**config.mk**
```make
export PLATFORM = sky130hd
export DESIGN_NAME = config_port_pin_control
export DESIGN_NICKNAME = d
export VERILOG_FILES = /design/src/shared/cfg_pkg.sv /design/src/hdl/config_port_pin_control.sv
export SDC_FILE = /design/constraint.sdc
export NUM_CORES = 1
export LEC_CHECK = 0
export ABC_CLOCK_PERIOD_IN_PS = 13300
export BUFFER_PORTS_ARGS = -buffer_cell sky130_fd_sc_hd__buf_2
export CORE_ASPECT_RATIO = 0.7
export CORE_UTILIZATION = 64
export DETAILED_ROUTE_END_ITERATION = 6
export HOLD_SLACK_MARGIN = 0.03
export PLACE_DENSITY = 0.95
export SETUP_SLACK_MARGIN = 0.02
export SYNTH_ARGS = -nofsm -noshare
export SYNTH_HDL_FRONTEND = slang
export SYNTH_HIERARCHICAL = 1
export SYNTH_SLANG_ARGS = --single-unit
```
**constraint.sdc**
```tcl
create_clock -name i_clk -period 13.3 [get_ports i_clk]
set_input_delay 1.995 -clock i_clk [delete_from_list [all_inputs] [get_ports i_clk]]
set_output_delay 1.995 -clock i_clk [all_outputs]
set_load 0.02 [all_outputs]
```
**src/shared/cfg_pkg.sv**
```systemverilog
`default_nettype none
package cfg_pkg;
  // mode codes taken from the three mode pins
  localparam logic [2:0] MODE_SLAVE_SPI = 3'h0;
  localparam logic [2:0] MODE_MASTER_SPI = 3'h1;
  localparam logic [2:0] MODE_PARALLEL = 3'h2;
  localparam logic [2:0] MODE_SLAVE_SERIAL = 3'h3;
  localparam logic [2:0] MODE_BURST_FLASH = 3'h4;
  // port lock codes
  localparam logic [1:0] PORT_NONE = 2'h0;
  localparam logic [1:0] PORT_PINS = 2'h1;
  localparam logic [1:0] PORT_JTAG = 2'h2;
  // timing
  localparam int CLK_PERIOD_PS = 5000;
  localparam int CLEAR_TIME_NS = 1000;
  localparam int CLEAR_CYCLES =
    (CLEAR_TIME_NS * 1000 + CLK_PERIOD_PS - 1) / CLK_PERIOD_PS;
  localparam int MCLK_HALF_CYCLES = 4;
  localparam int LOAD_BYTES = 16;
  localparam int FIFO_DEPTH = 4;
  // boundary-scan instruction codes, values arbitrary
  localparam logic [7:0] IR_CFG_LOAD = 8'h3A;
  localparam logic [7:0] IR_BYPASS = 8'hFF;
  localparam logic [7:0] IR_CAPTURE = 8'h01;
  // header sent to the serial flash before reading
  localparam logic [31:0] FLASH_READ_HDR = 32'h0300_0000;
  localparam logic [5:0] FLASH_HDR_BITS = 6'h20;
  typedef enum logic [1:0] {
    ST_CLEAR = 2'b00,
    ST_WAIT_READY = 2'b01,
    ST_LOAD = 2'b10,
    ST_DONE = 2'b11
  } cfg_state_e;
  typedef enum logic [3:0] {
    TAP_RESET = 4'h0, TAP_IDLE = 4'h1, TAP_SEL_DR = 4'h2,
    TAP_CAP_DR = 4'h3, TAP_SH_DR = 4'h4, TAP_EX1_DR = 4'h5,
    TAP_PA_DR = 4'h6, TAP_EX2_DR = 4'h7, TAP_UP_DR = 4'h8,
    TAP_SEL_IR = 4'h9, TAP_CAP_IR = 4'hA, TAP_SH_IR = 4'hB,
    TAP_EX1_IR = 4'hC, TAP_PA_IR = 4'hD, TAP_EX2_IR = 4'hE,
    TAP_UP_IR = 4'hF
  } tap_state_e;
endpackage : cfg_pkg
`default_nettype wire

```
**src/hdl/config_port_pin_control.sv**
```systemverilog
// Behaviour
// - mode pins captured at ready rising edge
// - program request low starts configuration
// - ready pin released when ready for data
// - done pin released when configuration complete
// - first used port locked until power-up
// - scan port loads only after command
// - scan state machine follows standard TAP
// - device drives master clock in master modes
// - busy pin: parallel busy, master serial out
// - select pin: chip select or flash enable
// - serial-out pin: chain data or flash select
`default_nettype none
module cfg_fifo #(
  parameter int WIDTH = 8,
  parameter int DEPTH = 4
) (
  // clock and reset
  input wire logic i_clk,
  input wire logic i_rst_n,
  input wire logic i_clk_en,
  // fill side
  input wire logic i_valid,
  output logic o_ready,
  input wire logic [WIDTH-1:0] i_data,
  // drain side
  output logic o_valid,
  input wire logic i_ready,
  output logic [WIDTH-1:0] o_data
);
  localparam int AW = (DEPTH > 1) ? $clog2(DEPTH) : 1;
  logic [WIDTH-1:0] mem_q [DEPTH];
  logic [AW-1:0] wr_q, rd_q;
  logic [AW:0] cnt_q;
  logic push, pop;
  assign o_ready = (cnt_q != (AW+1)'(DEPTH));
  assign o_valid = (cnt_q != '0);
  assign push = i_valid & o_ready;
  assign pop = o_valid & i_ready;
  assign o_data = mem_q[rd_q];
  // pointers wrap at depth, so any depth works
  always_ff @(posedge i_clk or negedge i_rst_n) begin
    if (!i_rst_n) begin
      wr_q <= '0;
      rd_q <= '0;
      cnt_q <= '0;
    end else if (i_clk_en) begin
      if (push) begin
        wr_q <= (wr_q == AW'(DEPTH - 1)) ? '0 : wr_q + 1'b1;
      end
      if (pop) begin
        rd_q <= (rd_q == AW'(DEPTH - 1)) ? '0 : rd_q + 1'b1;
      end
      cnt_q <= cnt_q + (AW+1)'(push) - (AW+1)'(pop);
    end
  end
  // storage has no reset, empty slots are never read
  always_ff @(posedge i_clk) begin
    if (i_clk_en && push) begin
      mem_q[wr_q] <= i_data;
    end
  end
endmodule : cfg_fifo

module config_port_pin_control #(
  parameter int LOAD_BYTES = cfg_pkg::LOAD_BYTES,
  parameter int CLEAR_CYCLES = cfg_pkg::CLEAR_CYCLES
) (
  // clock, reset, enable
  input wire logic i_clk,
  input wire logic i_arst_n,
  input wire logic i_clk_en,
  // configuration control pins
  input wire logic [2:0] i_mode,
  input wire logic i_program_request_n,
  input wire logic i_config_ready_n,
  output logic o_config_ready_n,
  output logic o_config_ready_n_oe,
  input wire logic i_done,
  output logic o_done,
  output logic o_done_oe,
  // configuration port pins
  input wire logic i_slave_config_clock,
  output logic o_master_clock,
  output logic o_master_serial_data_out,
  input wire logic i_slave_port_select,
  output logic o_slave_port_select,
  output logic o_slave_port_select_oe,
  input wire logic i_second_parallel_select,
  input wire logic i_parallel_write_strobe,
  output logic o_chain_select_out,
  input wire logic [7:0] i_parallel_data,
  input wire logic i_serial_data_in,
  input wire logic i_flash_data_in,
  // boundary-scan pins
  input wire logic i_tck,
  input wire logic i_tms,
  input wire logic i_tdi,
  output logic o_tdo,
  output logic o_tdo_oe,
  // configuration data toward the fabric
  output logic [7:0] o_cfg_data,
  output logic o_cfg_valid,
  input wire logic i_cfg_ready,
  // status
  output logic [2:0] o_mode,
  output logic [1:0] o_port_lock,
  output logic o_overrun,
  output logic o_config_done
);
  localparam int CW = $clog2(CLEAR_CYCLES + 1);
  localparam int BW = $clog2(LOAD_BYTES + 1);
  localparam int MW = $clog2(cfg_pkg::MCLK_HALF_CYCLES + 1);
  localparam int NS = 14;

  logic rst_q1, rst_n;
  logic [NS-1:0] s1_q, s2_q, s3_q;
  logic [2:0] mode_s1_q, mode_s2_q, mode_q;
  logic prog_n, ready_in, ready_rise, sclk_rise, tck_rise, tck_fall;
  logic csn_s, cs1_s, wrn_s, si_s, fdi_s, tms_s, tdi_s;
  logic [7:0] par_s1_q, par_s2_q;
  cfg_pkg::cfg_state_e st_q;
  cfg_pkg::tap_state_e tap_q;
  logic [CW-1:0] clr_q;
  logic [BW-1:0] drain_q;
  logic [1:0] lock_q;
  logic [7:0] sh_q, ir_q, ir_sh_q, dr_q;
  logic [2:0] bit_q, jbit_q;
  logic bypass_q, tdo_q, chain_q, ovr_q, mclk_q;
  logic [MW-1:0] div_q;
  logic [5:0] hdr_cnt_q;
  logic [31:0] hdr_q;
  logic master, loading, mclk_run, mclk_rise, mclk_fall;
  logic bit_v, bit_d, pin_byte_v, jtag_byte_v, byte_v;
  logic [7:0] pin_byte, byte_d;
  logic fifo_ready, fifo_valid, drain;

  // reset release through two flops
  always_ff @(posedge i_clk or negedge i_arst_n) begin
    if (!i_arst_n) begin
      rst_q1 <= 1'b0;
      rst_n <= 1'b0;
    end else if (i_clk_en) begin
      rst_q1 <= 1'b1;
      rst_n <= rst_q1;
    end
  end

  // pin synchronisers; third stage only feeds edge detection
  always_ff @(posedge i_clk or negedge rst_n) begin
    if (!rst_n) begin
      s1_q <= 14'h23EF;
      s2_q <= 14'h23EF;
      s3_q <= 14'h23EF;
      mode_s1_q <= 3'h0;
      mode_s2_q <= 3'h0;
      par_s1_q <= 8'h00;
      par_s2_q <= 8'h00;
    end else if (i_clk_en) begin
      s1_q <= {i_program_request_n, i_config_ready_n, i_done,
               i_slave_config_clock, i_slave_port_select,
               i_second_parallel_select, i_parallel_write_strobe,
               i_serial_data_in, i_flash_data_in, i_tck, i_tms, i_tdi,
               2'b11};
      s2_q <= s1_q;
      s3_q <= s2_q;
      mode_s1_q <= i_mode;
      mode_s2_q <= mode_s1_q;
      par_s1_q <= i_parallel_data;
      par_s2_q <= par_s1_q;
    end
  end
  assign prog_n = s2_q[13];
  assign ready_in = s2_q[12];
  assign ready_rise = s2_q[12] & ~s3_q[12];
  assign sclk_rise = s2_q[10] & ~s3_q[10];
  assign csn_s = s2_q[9];
  assign cs1_s = s2_q[8];
  assign wrn_s = s2_q[7];
  assign si_s = s2_q[6];
  assign fdi_s = s2_q[5];
  assign tck_rise = s2_q[4] & ~s3_q[4];
  assign tck_fall = ~s2_q[4] & s3_q[4];
  assign tms_s = s2_q[3];
  assign tdi_s = s2_q[2];

  // configuration sequence
  always_ff @(posedge i_clk or negedge rst_n) begin
    if (!rst_n) begin
      st_q <= cfg_pkg::ST_CLEAR;
      clr_q <= '0;
      mode_q <= 3'h0;
    end else if (i_clk_en) begin
      if (!prog_n) begin
        st_q <= cfg_pkg::ST_CLEAR;
        clr_q <= '0;
      end else begin
        case (st_q)
          cfg_pkg::ST_CLEAR: begin
            if (clr_q == CW'(CLEAR_CYCLES)) begin
              st_q <= cfg_pkg::ST_WAIT_READY;
            end else begin
              clr_q <= clr_q + 1'b1;
            end
          end
          cfg_pkg::ST_WAIT_READY: begin
            if (ready_rise) begin
              mode_q <= mode_s2_q;
              st_q <= cfg_pkg::ST_LOAD;
            end
          end
          cfg_pkg::ST_LOAD: begin
            if (drain && drain_q == BW'(LOAD_BYTES - 1)) begin
              st_q <= cfg_pkg::ST_DONE;
            end
          end
          cfg_pkg::ST_DONE: st_q <= cfg_pkg::ST_DONE;
          default: st_q <= cfg_pkg::ST_CLEAR;
        endcase
      end
    end
  end
  assign loading = (st_q == cfg_pkg::ST_LOAD);
  // open drain: drive low while clearing, release when ready
  assign o_config_ready_n = 1'b0;
  assign o_config_ready_n_oe = (st_q == cfg_pkg::ST_CLEAR);
  assign o_done = 1'b0;
  assign o_done_oe = (st_q != cfg_pkg::ST_DONE);
  assign o_config_done = (st_q == cfg_pkg::ST_DONE) & s2_q[11];
  assign o_mode = mode_q;

  // master clock divider, frozen when the buffer is full
  assign master = (mode_q == cfg_pkg::MODE_MASTER_SPI) |
                  (mode_q == cfg_pkg::MODE_BURST_FLASH);
  assign mclk_run = loading & master & fifo_ready &
                    (lock_q != cfg_pkg::PORT_JTAG);
  assign mclk_rise = mclk_run & ~mclk_q &
                     (div_q == MW'(cfg_pkg::MCLK_HALF_CYCLES - 1));
  assign mclk_fall = mclk_run & mclk_q &
                     (div_q == MW'(cfg_pkg::MCLK_HALF_CYCLES - 1));
  always_ff @(posedge i_clk or negedge rst_n) begin
    if (!rst_n) begin
      div_q <= '0;
      mclk_q <= 1'b0;
    end else if (i_clk_en) begin
      if (!mclk_run) begin
        div_q <= '0;
        if (!loading) begin
          mclk_q <= 1'b0;
        end
      end else if (div_q == MW'(cfg_pkg::MCLK_HALF_CYCLES - 1)) begin
        div_q <= '0;
        mclk_q <= ~mclk_q;
      end else begin
        div_q <= div_q + 1'b1;
      end
    end
  end
  assign o_master_clock = mclk_q;

  // flash read header, shifted out on falling master clock
  always_ff @(posedge i_clk or negedge rst_n) begin
    if (!rst_n) begin
      hdr_q <= cfg_pkg::FLASH_READ_HDR;
      hdr_cnt_q <= 6'h00;
    end else if (i_clk_en) begin
      if (!loading) begin
        hdr_q <= cfg_pkg::FLASH_READ_HDR;
        hdr_cnt_q <= 6'h00;
      end else if (mclk_rise && hdr_cnt_q != cfg_pkg::FLASH_HDR_BITS) begin
        hdr_cnt_q <= hdr_cnt_q + 1'b1;
      end else if (mclk_fall) begin
        hdr_q <= {hdr_q[30:0], 1'b0};
      end
    end
  end

  // serial bit sources, msb first
  always_comb begin
    bit_v = 1'b0;
    bit_d = si_s;
    pin_byte_v = 1'b0;
    pin_byte = par_s2_q;
    case (mode_q)
      cfg_pkg::MODE_SLAVE_SPI: bit_v = sclk_rise & ~csn_s & cs1_s;
      cfg_pkg::MODE_SLAVE_SERIAL: bit_v = sclk_rise;
      cfg_pkg::MODE_MASTER_SPI: begin
        bit_v = mclk_rise & (hdr_cnt_q == cfg_pkg::FLASH_HDR_BITS);
        bit_d = fdi_s;
      end
      cfg_pkg::MODE_PARALLEL: begin
        pin_byte_v = sclk_rise & ~csn_s & ~cs1_s & ~wrn_s;
      end
      cfg_pkg::MODE_BURST_FLASH: pin_byte_v = mclk_rise;
      default: bit_v = 1'b0;
    endcase
    if (bit_v && bit_q == 3'h7) begin
      pin_byte_v = 1'b1;
      pin_byte = {sh_q[6:0], bit_d};
    end
  end
  always_ff @(posedge i_clk or negedge rst_n) begin
    if (!rst_n) begin
      sh_q <= 8'h00;
      bit_q <= 3'h0;
    end else if (i_clk_en) begin
      if (!loading) begin
        bit_q <= 3'h0;
      end else if (bit_v) begin
        sh_q <= {sh_q[6:0], bit_d};
        bit_q <= bit_q + 1'b1;
      end
    end
  end

  // boundary-scan controller, next state on tck rise
  function automatic cfg_pkg::tap_state_e tap_next(
    input cfg_pkg::tap_state_e s, input logic m);
    case (s)
      cfg_pkg::TAP_RESET: tap_next = m ? cfg_pkg::TAP_RESET : cfg_pkg::TAP_IDLE;
      cfg_pkg::TAP_IDLE: tap_next = m ? cfg_pkg::TAP_SEL_DR : cfg_pkg::TAP_IDLE;
      cfg_pkg::TAP_SEL_DR: tap_next = m ? cfg_pkg::TAP_SEL_IR : cfg_pkg::TAP_CAP_DR;
      cfg_pkg::TAP_CAP_DR, cfg_pkg::TAP_SH_DR:
        tap_next = m ? cfg_pkg::TAP_EX1_DR : cfg_pkg::TAP_SH_DR;
      cfg_pkg::TAP_EX1_DR: tap_next = m ? cfg_pkg::TAP_UP_DR : cfg_pkg::TAP_PA_DR;
      cfg_pkg::TAP_PA_DR: tap_next = m ? cfg_pkg::TAP_EX2_DR : cfg_pkg::TAP_PA_DR;
      cfg_pkg::TAP_EX2_DR: tap_next = m ? cfg_pkg::TAP_UP_DR : cfg_pkg::TAP_SH_DR;
      cfg_pkg::TAP_SEL_IR: tap_next = m ? cfg_pkg::TAP_RESET : cfg_pkg::TAP_CAP_IR;
      cfg_pkg::TAP_CAP_IR, cfg_pkg::TAP_SH_IR:
        tap_next = m ? cfg_pkg::TAP_EX1_IR : cfg_pkg::TAP_SH_IR;
      cfg_pkg::TAP_EX1_IR: tap_next = m ? cfg_pkg::TAP_UP_IR : cfg_pkg::TAP_PA_IR;
      cfg_pkg::TAP_PA_IR: tap_next = m ? cfg_pkg::TAP_EX2_IR : cfg_pkg::TAP_PA_IR;
      cfg_pkg::TAP_EX2_IR: tap_next = m ? cfg_pkg::TAP_UP_IR : cfg_pkg::TAP_SH_IR;
      default: tap_next = m ? cfg_pkg::TAP_SEL_DR : cfg_pkg::TAP_IDLE;
    endcase
  endfunction : tap_next

  // instruction and data registers, lsb first
  always_ff @(posedge i_clk or negedge rst_n) begin
    if (!rst_n) begin
      tap_q <= cfg_pkg::TAP_RESET;
      ir_q <= cfg_pkg::IR_BYPASS;
      ir_sh_q <= 8'h00;
      dr_q <= 8'h00;
      jbit_q <= 3'h0;
      bypass_q <= 1'b0;
    end else if (i_clk_en && tck_rise) begin
      tap_q <= tap_next(tap_q, tms_s);
      case (tap_q)
        cfg_pkg::TAP_RESET: ir_q <= cfg_pkg::IR_BYPASS;
        cfg_pkg::TAP_CAP_IR: ir_sh_q <= cfg_pkg::IR_CAPTURE;
        cfg_pkg::TAP_SH_IR: ir_sh_q <= {tdi_s, ir_sh_q[7:1]};
        cfg_pkg::TAP_UP_IR: ir_q <= ir_sh_q;
        cfg_pkg::TAP_CAP_DR: begin
          jbit_q <= 3'h0;
          bypass_q <= 1'b0;
        end
        cfg_pkg::TAP_SH_DR: begin
          dr_q <= {tdi_s, dr_q[7:1]};
          jbit_q <= jbit_q + 1'b1;
          bypass_q <= tdi_s;
        end
        default: bypass_q <= bypass_q;
      endcase
    end
  end
  // a scan byte counts only under the load command
  assign jtag_byte_v = tck_rise & (tap_q == cfg_pkg::TAP_SH_DR) &
                       (jbit_q == 3'h7) &
                       (ir_q == cfg_pkg::IR_CFG_LOAD);

  // scan output changes on tck fall
  always_ff @(posedge i_clk or negedge rst_n) begin
    if (!rst_n) begin
      tdo_q <= 1'b0;
      o_tdo_oe <= 1'b0;
    end else if (i_clk_en && tck_fall) begin
      o_tdo_oe <= (tap_q == cfg_pkg::TAP_SH_IR) |
                  (tap_q == cfg_pkg::TAP_SH_DR);
      if (tap_q == cfg_pkg::TAP_SH_IR) begin
        tdo_q <= ir_sh_q[0];
      end else if (ir_q == cfg_pkg::IR_CFG_LOAD) begin
        tdo_q <= dr_q[0];
      end else begin
        tdo_q <= bypass_q;
      end
    end
  end
  assign o_tdo = tdo_q;

  // port arbitration; lock survives program requests
  always_comb begin
    byte_v = 1'b0;
    byte_d = pin_byte;
    if (loading && jtag_byte_v && lock_q != cfg_pkg::PORT_PINS) begin
      byte_v = 1'b1;
      byte_d = {tdi_s, dr_q[7:1]};
    end else if (loading && pin_byte_v && lock_q != cfg_pkg::PORT_JTAG) begin
      byte_v = 1'b1;
    end
  end
  always_ff @(posedge i_clk or negedge rst_n) begin
    if (!rst_n) begin
      lock_q <= cfg_pkg::PORT_NONE;
      ovr_q <= 1'b0;
    end else if (i_clk_en) begin
      if (byte_v && lock_q == cfg_pkg::PORT_NONE) begin
        lock_q <= (loading && jtag_byte_v) ? cfg_pkg::PORT_JTAG
                                           : cfg_pkg::PORT_PINS;
      end
      // slave sources cannot be stalled, so a full buffer loses data
      if (byte_v && !fifo_ready) begin
        ovr_q <= 1'b1;
      end else if (st_q == cfg_pkg::ST_CLEAR) begin
        ovr_q <= 1'b0;
      end
    end
  end
  assign o_port_lock = lock_q;
  assign o_overrun = ovr_q;

  cfg_fifo #(
    .WIDTH(8),
    .DEPTH(cfg_pkg::FIFO_DEPTH)
  ) u_fifo (
    .i_clk(i_clk),
    .i_rst_n(rst_n),
    .i_clk_en(i_clk_en),
    .i_valid(byte_v),
    .o_ready(fifo_ready),
    .i_data(byte_d),
    .o_valid(fifo_valid),
    .i_ready(i_cfg_ready),
    .o_data(o_cfg_data)
  );
  assign o_cfg_valid = fifo_valid;
  assign drain = fifo_valid & i_cfg_ready;

  // drained byte count ends the load
  always_ff @(posedge i_clk or negedge rst_n) begin
    if (!rst_n) begin
      drain_q <= '0;
    end else if (i_clk_en) begin
      if (!loading) begin
        drain_q <= '0;
      end else if (drain) begin
        drain_q <= drain_q + 1'b1;
      end
    end
  end

  // shared pins: busy or serial out, select or flash enable, chain out
  assign o_master_serial_data_out =
    (mode_q == cfg_pkg::MODE_PARALLEL) ? ~fifo_ready : hdr_q[31];
  assign o_slave_port_select = 1'b0;
  assign o_slave_port_select_oe = loading &
    (mode_q == cfg_pkg::MODE_BURST_FLASH);
  always_ff @(posedge i_clk or negedge rst_n) begin
    if (!rst_n) begin
      chain_q <= 1'b1;
    end else if (i_clk_en) begin
      if (mode_q == cfg_pkg::MODE_MASTER_SPI) begin
        chain_q <= ~loading;
      end else if (mode_q == cfg_pkg::MODE_SLAVE_SERIAL &&
                   st_q == cfg_pkg::ST_DONE) begin
        chain_q <= si_s;
      end else begin
        chain_q <= 1'b1;
      end
    end
  end
  assign o_chain_select_out = chain_q;
endmodule : config_port_pin_control
`default_nettype wire

```
==> impl_results.md <==
* Commonest non-fill, non-tap cell in the layout: dfrtp_1
* Synth warn at 6
* Total gr overflow at 0
* Slowest CP cell: dfrtp_1
* CTS resizes at 0
* Final layout net count at 740
* CP max FO at 13
* Die area at between 10,000 and 15,000 um2
* Max_cap viols at 0
* Max incr delay on CP at 0.50 ns
* CP cell instances: nand2b_1 > nor4b_1 > buf_2
* Final ANT Viol Nets at 0
* Slew headroom at about two fifths
* Area Overhead vs Synth at 12.02%
* I/O Pins at 54
* Synth Cell Area at 7995 um2
* Avg Inst Size Synth at 12.19 um2
* Time the worst path needs with I/O delays and setup at approximately 4.2 ns
* Yosys reg bits at about 170
* Most frequent cells in the layout: dfrtp_1 (114), nand2_1 (77), mux2_2 (62)
* Mapped Cells at roughly 660
* Sequential share of the synthesized area at between 50% and 60%
* Fillers at around 660
* Critical path's top delay family: simple AND/OR/NAND/NOR gates
* Asr flop ratio synth at 81.61%
* Crit path DAT at about 2.2 ns
* Clk sinks at roughly 170
* CTS tree: done
* Worst skew pair latency at 0.44 ns
* Final setup violation count at 0
* Gpl congestion at 0.8725
* DIE HEIGHT at 95.52 um
* Pin count of the biggest net entering global routing at 75
* Wire per inst at 21.28 um
* Drt first pass iters at 5
* Reg2Reg Setup Slack at 9.57 ns
* CTS Root Cell: clkbuf_16
* Post-synth EDFFs at 32
* Power Density at 159.1 nW/um2
* Post-synth top area cell: dfrtp_1
* Ys flop type: dfrtp_1
* RSZ-0062 raised after global routing: no
* Yosys top cell area share at 35.99%
* Die width at 135.6 um
* Buf+Inv Stages, Crit Path at 1
* Kind of critical path: reg -> out
* Setup TNS Final at 0 ns
* Cts bufs inserted at 17
* Area contributors post-synth: dfrtp_1 (36%), edfxtp_1 (12%), dfstp_2 (8.9%)
* Worst R2R Path Depth at 15
* Leakage Power at 3.807 nW
* Clock buffer depth at 2
* Fin Clk Skew at 0.01352 ns
* Drt drc at 0
* Setup Fix Bufs, Post-CTS at 0
* Worst VDD drop at 86.62 uV
* Reg2reg end: u_fifo/cnt_q[2]$_DFFE_PN0P_
* Ant diodes at 0
* Global-route wire length before repair at just under 30 mm
* First DRT Iteration DRCs at about 600
* Hold-fix buffers, CTS at 0
* Share of cells above drive strength 1 at 28.57%
* H-tree depth at 4
* Final hold vios at 0
* Initial antenna violation count at 0
* Hold Crit Class: reg -> async
* Unique masters post-synth at 70
* Worst slew pin tran at 0.9205 ns
* Placed inst area at 8324 um2
* CP Capture Type: output port
* Critical R2R Launch: div_q[0]$_DFFE_PN0P_
* Max Freq at 0.2397 GHz
* Vias/cell at 6.509
* Final Max Slew Viols at 0
* Total wire length at 18.38 mm
* CORE AREA at 11,930 um2
* Post-DP HPWL at 11.37 mm
* Placed instance count at 832
* Fin cells at about 860
* Critical path data required time at 11.31 ns
* Clock transition at the registers of the reported paths at 0.07 ns
* GRT Total Usage at 31.00%
* Vias in the first global route at 5,698
* CP Launch Type: flop
* Final worst path period share at 31.37%
* Status: complete, no violations
* Row count at 33
* Starting density of the core at between 60% and 70%
* Port Buf Inserts at 50
* Vias at 5,624
* Design area at 8956 um2
==> synth_stat cells, types with 5 or more instances <==
cell type	number
dfrtp_1	115
nand2_1	77
mux2_2	62
edfxtp_1	32
o21ai_0	32
dfstp_2	27
a21oi_1	26
clkbuf_1	26
inv_1	23
nor2_1	20
ha_1	18
mux2_1	18
nand3_1	18
a22o_1	14
mux4_2	8
nand4_1	8
o22a_1	8
and2_1	7
nor3_1	7
buf_2	6
nand2b_1	6
nor2b_1	6
xnor2_1	6
a31oi_1	5
o22ai_1	5
==> through the flow <==
step / util (%) / total power [mW] / hold slack, ns / setup slack [ns]
2_1_floorplan: - / 0.8203 / 0.4305 / 9.082
3_3_place_gp: 69.76 / 0.8602 / 0.4451 / 8.956
3_5_place_dp: 69.76 / 0.8795 / 0.4588 / 8.833
4_1_cts: 75.06 / 1.425 / 0.4757 / 9.219
5_1_grt: 75.06 / 1.474 / 0.4938 / 9.080
6_report: 75.06 / 1.425 / 0.4315 / 9.128
==> power by group <==
| part | internal, mW | switching [mW] | leakage [nW] |
|---|---|---|---|
| registers | 0.603 | 0.0690 | 2.02 |
| logic | 0.102 | 0.110 | 1.48 |
| clock network | 0.318 | 0.224 | 0.307 |
| total | 1.02 | 0.403 | 3.81 |
==> cell families (layout without fill, tap and decap cells) <==
group / count (synthesis) / count (layout) / share of synthesized area (%)
and+or+nand+nor: 187 / 187 / 12.32
muxes: 89 / 89 / 13.65
AOI/OAI and AO/OA: 119 / 119 / 10.16
adders and majority gates: 19 / 19 / 3.067
other: 1 / 3 / 0.04690
xor gates and xnor gates: 8 / 8 / 0.8764
DFF: 174 / 174 / 56.89
buffers and inverters: 59 / 108 / 3.005
==> worst max path at each step <==
stage | from | to | slack (ns) | cells past startpoint
finish | st_q[0]$_DFFE_PN0P_ | o_slave_port_select_oe | 9.13 | 3
global route | st_q[0]$_DFFE_PN0P_ | o_slave_port_select_oe | 9.08 | 3
CTS | st_q[0]$_DFFE_PN0P_ | o_slave_port_select_oe | 9.22 | 3
detailed placement | i_clk_en | sh_q[1]$_DFFE_PN0P_ | 8.83 | 5
global placement | i_clk_en | sh_q[0]$_DFFE_PN0P_ | 8.96 | 5
floorplan | rst_n$_DFFE_PN0P_ | bit_q[0]$_DFFE_PN0P_ | 9.08 | 0
==> flip-flops by register name, indices dropped and copies added (netlist names), 4 cells and up <==
signal	cells
hdr_q	8
clr_q	8
u_fifo/mem_q	32
par_s2_q	8
s2_q	12
ir_q	8
ir_sh_q	8
s1_q	12
dr_q	8
hdr_cnt_q	6
drain_q	5
tap_q	4
sh_q	7
par_s1_q	8
==> routing by layer <==
| layer | vias up | GRT usage [%] | share of wire, % |
|---|---|---|---|
| met3 | 55 | 6.380 | 6.4 |
| met2 | 264 | 52.76 | 50 |
| met5 | - | 0 | 0 |
| met1 | 2863 | 39.07 | 40 |
| li1 | 2442 | - | - |
| met4 | 0 | 12.64 | 3.1 |
==> layout make-up <==
cell class / instances / area (um2) / area share [%]
sequential: 174 / 4552 / 50.82
multi-input combinational: 425 / 3214 / 35.89
tap: 157 / 196.4 / 2.193
clock buffer: 17 / 425.4 / 4.750
inverter: 23 / 86.33 / 0.9640
clock inverter: 15 / 206.4 / 2.305
timing repair buffer: 53 / 275.3 / 3.073
==> worst register-to-register path: stages, from the launching register on <==
cell	delay [ns]
dfrtp_1	0.36
ha_1	0.24
nor3b_1	0.41
nand4_2	0.20
o32ai_4	0.64
o21ai_2	0.17
nand2_1	0.14
nand2_1	0.13
ha_1	0.29
inv_1	0.06
ha_1	0.13
inv_1	0.05
fa_1	0.38
xor2_1	0.17
nand2_1	0.09
xnor2_1	0.15
(Power assumes the default switching activity.)
